File: config.mk
export PLATFORM = sky130hd
export DESIGN_NAME = ppcs_top
export DESIGN_NICKNAME = d
export VERILOG_FILES = /design/src/inc/ppcs_pkg.sv /design/src/hdl/ppcs_top.sv /design/src/hdl/ppcs_sync.sv /design/src/hdl/ppcs_irq.sv
export SDC_FILE = /design/constraint.sdc
export NUM_CORES = 1
export LEC_CHECK = 0
export ABC_AREA = 1
export BUFFER_PORTS_ARGS = -buffer_cell sky130_fd_sc_hd__buf_2
export CAP_MARGIN = 20
export CORE_ASPECT_RATIO = 0.9
export CORE_UTILIZATION = 52
export DETAILED_ROUTE_END_ITERATION = 16
export GPL_TIMING_DRIVEN = 0
export PLACE_DENSITY = 0.85
export SYNTH_ARGS = -nofsm -noshare
export SYNTH_HDL_FRONTEND = slang
export SYNTH_SLANG_ARGS = --single-unit
File: constraint.sdc
create_clock -name clk -period 3.3 [get_ports clk]
set_input_delay 0.495 -clock clk [delete_from_list [all_inputs] [get_ports clk]]
set_output_delay 0.495 -clock clk [all_outputs]
set_load 0.05 [all_outputs]
File: src/inc/ppcs_pkg.sv
`default_nettype none
package ppcs_pkg;

    // apb address width and data width
    localparam int unsigned APB_AW = 8;
    localparam int unsigned APB_DW = 32;

    // register byte offsets, one aligned word each
    localparam logic [APB_AW-1:0] OFS_CTRL = 8'h00;
    localparam logic [APB_AW-1:0] OFS_STATUS = 8'h04;
    localparam logic [APB_AW-1:0] OFS_IRQ_STAT = 8'h08;
    localparam logic [APB_AW-1:0] OFS_IRQ_MASK = 8'h0C;
    localparam logic [APB_AW-1:0] OFS_MODE = 8'h10;

    // word index field of the address
    localparam int unsigned ADDR_LSB = 2;

    // printer control register fields
    localparam int unsigned CTRL_STROBE = 0;
    localparam int unsigned CTRL_AUTOFD = 1;
    localparam int unsigned CTRL_INIT = 2;
    localparam int unsigned CTRL_SELECT = 3;
    localparam int unsigned CTRL_IRQ_EN = 4;
    localparam int unsigned CTRL_W = 5;
    localparam logic [CTRL_W-1:0] CTRL_RST = 5'h04;

    // printer status register fields
    localparam int unsigned ST_FAULT = 3;
    localparam int unsigned ST_ONLINE = 4;
    localparam int unsigned ST_PAPER = 5;
    localparam int unsigned ST_ACK = 6;
    localparam int unsigned ST_NOT_BUSY = 7;

    // synchronised input vector layout and idle levels
    localparam int unsigned IN_BUSY = 0;
    localparam int unsigned IN_ACK = 1;
    localparam int unsigned IN_PAPER = 2;
    localparam int unsigned IN_ONLINE = 3;
    localparam int unsigned IN_FAULT = 4;
    localparam int unsigned IN_W = 5;
    localparam logic [IN_W-1:0] IN_RST = 5'h12;

    // interrupt event bits, same layout in status and mask
    localparam int unsigned EV_ACK = 0;
    localparam int unsigned EV_READY = 1;
    localparam int unsigned EV_PAPER = 2;
    localparam int unsigned EV_OFFLINE = 3;
    localparam int unsigned EV_FAULT = 4;
    localparam int unsigned EV_W = 5;
    localparam logic [EV_W-1:0] MASK_RST = 5'h00;

    // mode register field
    localparam int unsigned MODE_ENHANCED = 0;

    typedef logic [IN_W-1:0] ppcs_in_t;
    typedef logic [EV_W-1:0] ppcs_ev_t;
    typedef logic [CTRL_W-1:0] ppcs_ctrl_t;

endpackage
`default_nettype wire

File: src/hdl/ppcs_top.sv
// Behaviour
// [RULE1] select out is inverse of control bit 3
// [RULE2] init out follows control bit 2 directly
// [RULE3] printer initialises on low init line
// [RULE4] line feed out is inverse of bit 1
// [RULE5] printer auto-feeds while line feed low
// [RULE6] strobe out is inverse of bit 0
// [RULE7] printer captures data on low strobe
// [RULE8] status bit 7 is inverted busy input
// [RULE9] printer holds busy high when not ready
// [RULE10] status bit 6 is acknowledge input level
// [RULE11] printer pulls acknowledge low when data taken
// [RULE12] second port interrupt gated by control bit 4
// [RULE13] mode strap latched while reset active
// [RULE14] status reads live, no latch, no clear
// [RULE15] status bit 5 is paper end level
// [RULE16] status bits 4, 3 are online, fault
`timescale 1ns/10ps
`default_nettype none
module ppcs_top
    import ppcs_pkg::*;
(
    // clock and reset
    input wire logic clk,
    input wire logic rst,
    // apb slave
    input wire logic psel,
    input wire logic penable,
    input wire logic pwrite,
    input wire logic [APB_AW-1:0] paddr,
    input wire logic [APB_DW-1:0] pwdata,
    input wire logic [3:0] pstrb,
    output logic [APB_DW-1:0] prdata,
    output logic pready,
    output logic pslverr,
    // printer control outputs
    output logic printer_select_out_n,
    output logic printer_init_out_n,
    output logic auto_line_feed_out_n,
    output logic data_strobe_out_n,
    // printer status inputs
    input wire logic printer_busy_in,
    input wire logic printer_ack_in_n,
    input wire logic paper_out_in,
    input wire logic printer_online_in,
    input wire logic printer_fault_in_n,
    // mode strap
    input wire logic enhanced_mode_strap,
    output logic enhanced_mode,
    // interrupts
    output logic port_irq_second,
    output logic irq
);

    // word match on the index field; low address bits are ignored
    function automatic logic ppcs_hit(input logic [APB_AW-1:0] a, input logic [APB_AW-1:0] ofs);
        return a[APB_AW-1:ADDR_LSB] == ofs[APB_AW-1:ADDR_LSB];
    endfunction

    // level change detectors shared by all event sources
    function automatic logic ppcs_fell(input logic was, input logic now);
        return was & ~now;
    endfunction

    function automatic logic ppcs_rose(input logic was, input logic now);
        return ~was & now;
    endfunction

    // bus phase qualifiers
    logic setup_ph;
    logic access_ph;
    logic wr_lane0;

    // register state
    ppcs_ctrl_t ctrl_r;
    logic [APB_DW-1:0] rd_data_r;
    logic [APB_DW-1:0] rd_data_nxt;
    logic err_r;
    logic err_nxt;
    logic rd_irq_stat_r;

    // input path
    ppcs_in_t pins_raw;
    ppcs_in_t pins_s;
    ppcs_in_t pins_prev_r;
    ppcs_ev_t ev_set;
    ppcs_ev_t ev_clr;
    ppcs_ev_t ev_sticky;
    ppcs_ev_t ev_mask;
    logic mask_we;

    // strap capture
    logic strap_s1_r;
    logic strap_s2_r;
    logic strap_s3_r;
    logic mode_r;

    // second port interrupt
    logic port_irq_second_r;

    // setup cycle loads read data, access cycle commits
    assign setup_ph = psel & ~penable;
    assign access_ph = psel & penable;
    assign wr_lane0 = access_ph & pwrite & pstrb[0];

    // zero wait states: every access completes in its first access cycle
    assign pready = access_ph;
    assign pslverr = access_ph & err_r;
    assign prdata = rd_data_r;

    // all status pins enter through one synchroniser
    assign pins_raw[IN_BUSY] = printer_busy_in;
    assign pins_raw[IN_ACK] = printer_ack_in_n;
    assign pins_raw[IN_PAPER] = paper_out_in;
    assign pins_raw[IN_ONLINE] = printer_online_in;
    assign pins_raw[IN_FAULT] = printer_fault_in_n;

    ppcs_sync #(
        .W(IN_W),
        .RST_VAL(IN_RST)
    ) u_sync (
        .clk(clk),
        .rst(rst),
        .din(pins_raw),
        .dout(pins_s)
    );

    // previous filtered levels for edge detection
    always_ff @(posedge clk or posedge rst) begin
        if (rst) begin
            pins_prev_r <= IN_RST;
        end else begin
            pins_prev_r <= pins_s;
        end
    end

    // events: ack and fault falling, busy falling, paper rising, online falling
    always_comb begin
        ev_set = '0;
        ev_set[EV_ACK] = ppcs_fell(pins_prev_r[IN_ACK], pins_s[IN_ACK]);
        ev_set[EV_READY] = ppcs_fell(pins_prev_r[IN_BUSY], pins_s[IN_BUSY]);
        ev_set[EV_PAPER] = ppcs_rose(pins_prev_r[IN_PAPER], pins_s[IN_PAPER]);
        ev_set[EV_OFFLINE] = ppcs_fell(pins_prev_r[IN_ONLINE], pins_s[IN_ONLINE]);
        ev_set[EV_FAULT] = ppcs_fell(pins_prev_r[IN_FAULT], pins_s[IN_FAULT]);
    end

    // read of the event register clears exactly the bits it returned,
    // so an event set after the data was captured survives the read
    assign ev_clr = (access_ph & ~pwrite & rd_irq_stat_r) ? rd_data_r[EV_W-1:0] : '0;
    assign mask_we = wr_lane0 & ppcs_hit(paddr, OFS_IRQ_MASK);

    ppcs_irq #(
        .N(EV_W),
        .MASK_RST_VAL(MASK_RST)
    ) u_irq (
        .clk(clk),
        .rst(rst),
        .ev_set(ev_set),
        .rd_clr(ev_clr),
        .mask_we(mask_we),
        .mask_wdata(pwdata[EV_W-1:0]),
        .sticky(ev_sticky),
        .mask(ev_mask),
        .irq(irq)
    );

    // control register; only byte lane 0 holds bits
    always_ff @(posedge clk or posedge rst) begin
        if (rst) begin
            ctrl_r <= CTRL_RST;
        end else if (wr_lane0 && ppcs_hit(paddr, OFS_CTRL)) begin
            ctrl_r <= pwdata[CTRL_W-1:0];
        end
    end

    // pin drivers: single inverters behind the control flops, except init which follows its flop directly
    assign printer_select_out_n = ~ctrl_r[CTRL_SELECT]; // see [RULE1]
    assign printer_init_out_n = ctrl_r[CTRL_INIT]; // see [RULE2]
    assign auto_line_feed_out_n = ~ctrl_r[CTRL_AUTOFD]; // see [RULE4]
    // strobe width is set by software timing between two writes
    assign data_strobe_out_n = ~ctrl_r[CTRL_STROBE]; // see [RULE6]

    // read mux, evaluated in the setup cycle
    always_comb begin
        rd_data_nxt = '0;
        err_nxt = 1'b0;
        if (ppcs_hit(paddr, OFS_CTRL)) begin
            rd_data_nxt[CTRL_W-1:0] = ctrl_r;
        end else if (ppcs_hit(paddr, OFS_STATUS)) begin
            // live filtered levels, no side effect on read
            rd_data_nxt[ST_NOT_BUSY] = ~pins_s[IN_BUSY]; // see [RULE8] [RULE14]
            rd_data_nxt[ST_ACK] = pins_s[IN_ACK]; // see [RULE10]
            rd_data_nxt[ST_PAPER] = pins_s[IN_PAPER]; // see [RULE15]
            rd_data_nxt[ST_ONLINE] = pins_s[IN_ONLINE]; // see [RULE16]
            rd_data_nxt[ST_FAULT] = pins_s[IN_FAULT]; // see [RULE16]
        end else if (ppcs_hit(paddr, OFS_IRQ_STAT)) begin
            rd_data_nxt[EV_W-1:0] = ev_sticky;
        end else if (ppcs_hit(paddr, OFS_IRQ_MASK)) begin
            rd_data_nxt[EV_W-1:0] = ev_mask;
        end else if (ppcs_hit(paddr, OFS_MODE)) begin
            rd_data_nxt[MODE_ENHANCED] = mode_r;
        end else begin
            err_nxt = 1'b1;
        end
    end

    // capture read data and decode in the setup cycle; held through access
    always_ff @(posedge clk or posedge rst) begin
        if (rst) begin
            rd_data_r <= '0;
            err_r <= 1'b0;
            rd_irq_stat_r <= 1'b0;
        end else if (setup_ph) begin
            rd_data_r <= pwrite ? '0 : rd_data_nxt;
            err_r <= err_nxt;
            rd_irq_stat_r <= ~pwrite & ppcs_hit(paddr, OFS_IRQ_STAT);
        end
    end

    // strap: three stages without reset so they keep sampling while reset is held;
    // only the second stage reads the first
    always_ff @(posedge clk) begin
        strap_s1_r <= enhanced_mode_strap;
        strap_s2_r <= strap_s1_r;
        strap_s3_r <= strap_s2_r;
    end

    // latch follows the strap only while reset is high and the late stages agree,
    // so reset must last at least four edges with the clock running
    always_ff @(posedge clk) begin
        if (rst && (strap_s2_r == strap_s3_r)) begin
            mode_r <= strap_s3_r; // see [RULE13]
        end
    end

    assign enhanced_mode = mode_r;

    // second port interrupt follows a low acknowledge, only when enabled
    always_ff @(posedge clk or posedge rst) begin
        if (rst) begin
            port_irq_second_r <= 1'b0;
        end else begin
            port_irq_second_r <= ctrl_r[CTRL_IRQ_EN] & ~pins_s[IN_ACK]; // see [RULE12]
        end
    end

    assign port_irq_second = port_irq_second_r;

endmodule // ppcs_top
`default_nettype wire

File: src/hdl/ppcs_sync.sv
`timescale 1ns/10ps
`default_nettype none
module ppcs_sync #(
    parameter int unsigned W = 1,
    parameter logic [W-1:0] RST_VAL = '0
) (
    // clock and reset
    input wire logic clk,
    input wire logic rst,
    // asynchronous levels in, filtered levels out
    input wire logic [W-1:0] din,
    output logic [W-1:0] dout
);

    logic [W-1:0] s1_r;
    logic [W-1:0] s2_r;
    logic [W-1:0] s3_r;
    logic [W-1:0] dout_r;

    // three stages; s1 feeds only s2 so metastability never reaches logic
    always_ff @(posedge clk or posedge rst) begin
        if (rst) begin
            s1_r <= RST_VAL;
            s2_r <= RST_VAL;
            s3_r <= RST_VAL;
        end else begin
            s1_r <= din;
            s2_r <= s1_r;
            s3_r <= s2_r;
        end
    end

    // a bit changes only once stages two and three agree, so a one-cycle glitch is dropped
    always_ff @(posedge clk or posedge rst) begin
        if (rst) begin
            dout_r <= RST_VAL;
        end else begin
            dout_r <= ((s2_r ~^ s3_r) & s3_r) | ((s2_r ^ s3_r) & dout_r);
        end
    end

    assign dout = dout_r;

endmodule // ppcs_sync
`default_nettype wire

File: src/hdl/ppcs_irq.sv
`timescale 1ns/10ps
`default_nettype none
module ppcs_irq #(
    parameter int unsigned N = 5,
    parameter logic [N-1:0] MASK_RST_VAL = '0
) (
    // clock and reset
    input wire logic clk,
    input wire logic rst,
    // event pulses and read-clear vector
    input wire logic [N-1:0] ev_set,
    input wire logic [N-1:0] rd_clr,
    // mask write
    input wire logic mask_we,
    input wire logic [N-1:0] mask_wdata,
    // state and interrupt
    output logic [N-1:0] sticky,
    output logic [N-1:0] mask,
    output logic irq
);

    logic [N-1:0] sticky_r;
    logic [N-1:0] mask_r;

    // set wins over clear so an event landing on the clearing read is kept
    always_ff @(posedge clk or posedge rst) begin
        if (rst) begin
            sticky_r <= '0;
        end else begin
            sticky_r <= (sticky_r & ~rd_clr) | ev_set;
        end
    end

    // mask register
    always_ff @(posedge clk or posedge rst) begin
        if (rst) begin
            mask_r <= MASK_RST_VAL;
        end else if (mask_we) begin
            mask_r <= mask_wdata;
        end
    end

    // level interrupt, from flops only
    assign irq = |(sticky_r & mask_r);
    assign sticky = sticky_r;
    assign mask = mask_r;

endmodule // ppcs_irq
`default_nettype wire

After elaboration in Yosys (flattened, before gate mapping)
Index checks and enable logic that the tools add are counted.

Multiplexer cells: 16. Equality and inequality tests: 5. Bitwise operators: 34. Reduce and logical (&&, ||, !) cells: 4.

Operators with widths (count): $and A5 B5 Y5 (4); $and A1 B1 Y1 (15); $mux W5 (3); $eq A6 B2 Y1 const B (2); $not A1 Y1 (10); $or A5 B5 Y5 (2); $mux W3 (3); $mux W8 (1); $mux W1 (7); $eq A6 B1 Y1 const B (1); $eq A6 B3 Y1 const B (1); $logic_not A6 Y1 (1); $not A5 Y5 (1); $reduce_or A5 Y1 (1); $xnor A5 B5 Y5 (1); $xor A5 B5 Y5 (1); $mux W4 (1); $logic_and A1 B1 Y1 (2); $mux W2 (1); $eq A1 B1 Y1 (1).

Register bits: 79. Output and inout port bits: 41. Word-level logic and storage cells: 75. Input bits: 55.

Longest topological paths before layout
Depth after elaboration: 7. Gate-level depth with buffers: 8. Depth with buffers taken out: 8.

By module
Synthesis repeated with hierarchy kept, for this count alone.

Cell total of the unflattened synthesis: 262. Area, all modules: 2462.4 um^2.

By module, submodules not included: ppcs_top (instances 1, cells an instance 173, area an instance 1400.1 um^2, sequential area each 619.3 um^2); ppcs_sync (instances 1, cells an instance 41, area an instance 633.1 um^2, sequential area each 510.5 um^2); ppcs_irq (instances 1, cells an instance 48, area an instance 429.2 um^2, sequential area each 250.2 um^2).

Least setup slack after synthesis
No wires, ideal clock.

Kind: in2reg. Start: in rst. End: reg mode_r (netlist: enhanced_mode) (enable). Required time: 2999 ps. Arrival: 1677 ps. Cell stages on the path: 2. Setup slack: 1322 ps. Buffers on the path: 0. Library setup time: 301 ps. Cells stage by stage: inv_1 > nor2_1.

Longest elaborated chain between the ends: 1.

Ends and longest elaborated chain: start: declaration (RTL line ppcs_top.sv:25) `input wire logic rst,`; $logic_and A1 B1 Y1 (RTL line ppcs_top.sv:231) `if (rst && (strap_s2_r == strap_s3_r)) begin`; end signal: assignment (RTL line ppcs_top.sv:232) `mode_r <= strap_s3_r;`; end: declaration (RTL line ppcs_top.sv:96) `logic mode_r;`.

Every way passes these cells. A chain may end at the register's enable or synchronous reset.

Worst setup path after layout
Start: reg u_irq.sticky_r[0] (netlist: u_irq.sticky[0]). End: out irq.

Longest elaborated chain between the ends: 2.

Ends and longest elaborated chain: start: declaration (RTL line ppcs_irq.sv:22) `logic [N-1:0] sticky_r;`; start signal: assignment (RTL line ppcs_irq.sv:30) `sticky_r <= (sticky_r & ~rd_clr) | ev_set;`; $and A5 B5 Y5 (RTL line ppcs_irq.sv:44) `assign irq = |(sticky_r & mask_r);`; $reduce_or A5 Y1 (RTL line ppcs_irq.sv:44); end: declaration (RTL line ppcs_top.sv:52) `output logic irq`.

Every way passes these cells.

==> reports/results.ini <==
[floorplan]
dieArea_um2 = 4899
pin_count = 96
core_um2 = 4432
initial_core_util_pct = 54.23
die_h_um = 66.50
rows = 23
die_w_um = 73.67

[power]
combPwrFrac_pct = 14.7
p_seq_share_pct = 53.0
irDropWorstVdd_uv = 296.5
clkPwrFrac_pct = 32.2
p_sw_share_pct = 27.46
power.internal_mw = 1.002
total_leakage_power_nw = 1.531
p_sw_uw = 379.4
p_per_area_nw_per_um2 = 477.5

[worst_setup_path]
criticalPathCategory = flip-flop to output pin
worst_ep_arrival_time_ns = 1.35
crit_fanout = 3
crit_slowest_cell = dfrtp_1
critPathBufInv = 1
max_stage_delay_ns = 0.42
r2r_setup_slack_ns = 2.31
rr_endpoint = u_sync.dout[1]
crit_chain = nand2_1 -> nand2_1 -> a221oi_1 -> nand2_1 -> buf_2
r2r-start = u_sync.s2_r[1]
rr_worst_depth = 2
cp_top_family = flip-flops
cp-start-kind = flip-flop
cp-end-kind = output pin
cp.required_ns = 2.80
crit_top_cell = nand2_1
cp.depth = 5

[final_layout]
area_delta_synth_final_pct = 20.41
final_cell_mix = nand2_1 (42), dfrtp_1 (40), buf_2 (39), buf_4 (25), conb_1 (24)
drive_gt1_share_pct = 33.44
nNetsFinal = 364
ff_latch_area_um2 = 1380
nFillCells = 385
final_common_cell = nand2_1
postLayoutCellArea_um2 = 2894
multi_input_area_um2 = 813.3
antenna_cells = 0

[outcome]
outcome = finished clean

[route]
wl_met1_um = 1860
highest_layer = met4
drt-total-wl_um = 4271
wl_per_cell_um = 11.64
viasPerCell = 4.624
drcViolationCount = 0
wl_met2_um = 2114
detail-route-antenna-nets = 0
drt-initial-drc-count = 79
first_pass_iters = 4
wl_met3_um = 236
routed-via-count = 1697

[clock_network]
cts_tree = done
cts_buffers = 5
post_cts_resized = 0
clock-root-buffer = clkbuf_8
clk_latency_ns = 0.31
cts_buffer_depth = 2
ctsHoldBuffers = 0
clkTransAtPathRegs_ns = 0.10
cts_max_level = 2
cts.sinks = 55
postCtsSetupBuffers = 0

[place]
gp_congestion = 0.8561
io_buffers = 39
hpwl_um = 3266
placed_area_um2 = 2783

[flow_run]
maxCapViolations = 0

[synthesis]
synth_warnings = 0
yosysSeqAreaShare_pct = 57.42
syn_avg_cell_area_um2 = 10.27
synthesis.area_um2 = 2404
ys_top_cells_by_area = dfrtp_1 (42%), dfstp_2 (12%), buf_4 (7.8%), nand2_1 (6.6%), o21ai_1 (4.0%)
yosysTopAreaCellShare_pct = 41.64
synth_top_cell_by_area = dfrtp_1
synth_cell_types = 28
synthCells = 234
yosys_register_bits = 55

[global_routing]
grt_pass1_wl_um = 7024
grt_overflow = 0
grt_pass1_vias = 1565
grt_start_max_net_pins = 42
grt_antenna_before_repair = 0
grtUsageTotal_pct = 19.58

[sta]
setup_violations = 0
whs_ns = 0.09906
finalHoldViolCount = 0
fmax_mhz = 542.7
period_share_pct = 55.83
period_needed_ns = 1.842
fin_tns_setup_ns = 0
skew_ns = 0.01041
rsz0062_at_grt = false
slew_violations = 0

[worst_hold_path]
min_path_type = primary input to asynchronous set/reset pin

==> per-layer routing <==
| metal | vias up | global-route usage, % |
|---|---|---|
| met3 | 5 | 5.446 |
| met5 | - | 0 |
| li1 | 851 | - |
| met4 | 0 | 7.212 |
| met2 | 60 | 30.96 |
| met1 | 781 | 25.75 |
==> how the worst max path moves through the flow <==
stage,to,from,slack (ns)
6_report,irq,u_irq.sticky[0],1.46
5_1_grt,irq,u_irq.sticky[0],1.34
4_1_cts,irq,u_irq.sticky[1],1.42
3_5_place_dp,pslverr,penable,1.68
3_3_place_gp,enhanced_mode,rst,0.88
2_1_floorplan,enhanced_mode,rst,1.32
==> cells by family (layout without fill, tap and decap cells) <==
group,after synthesis,after routing,synth area share [%]
AOI/OAI and AO/OA,31,31,7.288
DFF,55,55,57.42
buffers and inverters,52,100,12.34
xor gates and xnor gates,1,1,0.3645
and+or+nand+nor,89,89,19.83
other,1,24,0.1560
adders and majority gates,5,5,2.603
==> final cells by class <==
| cell class | instances | share of cell area (%) |
|---|---|---|
| Buffer | 26 | 6.874 |
| Clock buffer | 6 | 2.508 |
| Clock inverter | 2 | 1.340 |
| Inverter | 26 | 3.372 |
| Multi-Input combinational cell | 150 | 28.10 |
| Sequential cell | 55 | 47.69 |
| Tap cell | 62 | 2.680 |
| Timing Repair Buffer | 40 | 7.436 |
==> cell usage after synthesis <==
library cell  number
inv_1             22
a221oi_1           1
dfstp_2           11
nand2_2            2
nand3_4            1
o21ai_0            4
ha_1               5
nand2_1           42
a22o_1             1
buf_4             25
xor2_1             1
dfxtp_1            3
nand3_1           12
nand2_4            1
a21oi_1            1
a21o_1             5
buf_6              1
nor2_8             1
o21ai_1           19
conb_1             1
nor2_2             3
edfxtp_1           1
nor2_4             4
nor2_1            10
dfrtp_1           40
inv_2              4
nand4_4            1
nand4_1           12
==> flip-flops by register name, summed over array words and instances, names as in the netlist, 5 cells and up <==
signal,count
pins_prev_r,5
u_sync.dout,5
u_irq.sticky,5
u_sync.s3_r,5
u_irq.mask,5
u_sync.s1_r,5
ctrl_r,5
prdata,8
u_sync.s2_r,5
==> power groups by stage <==
stage / clock (mW) / sequential (mW) / combinational, mW
finish: 0.445 / 0.733 / 0.204
global route: 0.482 / 0.737 / 0.221
CTS: 0.460 / 0.733 / 0.204
detailed placement: 0 / 0.746 / 0.203
global placement: 0 / 0.744 / 0.197
floorplan: 0 / 0.750 / 0.154
==> stage by stage <==
step | setup WS, ns | std cells | utilization, % | total power, mW
after floorplan | 1.322 | 257 | - | 0.9035
after global placement | 0.8761 | 358 | 62.34 | 0.9411
after detailed placement | 1.678 | 359 | 62.79 | 0.9497
after CTS | 1.424 | 367 | 65.30 | 1.397
after global routing | 1.343 | 367 | 65.30 | 1.441
final | 1.458 | 367 | 65.30 | 1.382
==> worst register-to-register path, cell delays in order (launching register included) <==
cell and delay [ns]:
dfstp_2 0.54, ha_1 0.23, a21o_1 0.16
Note: power is estimated with default switching activity, not from simulation.
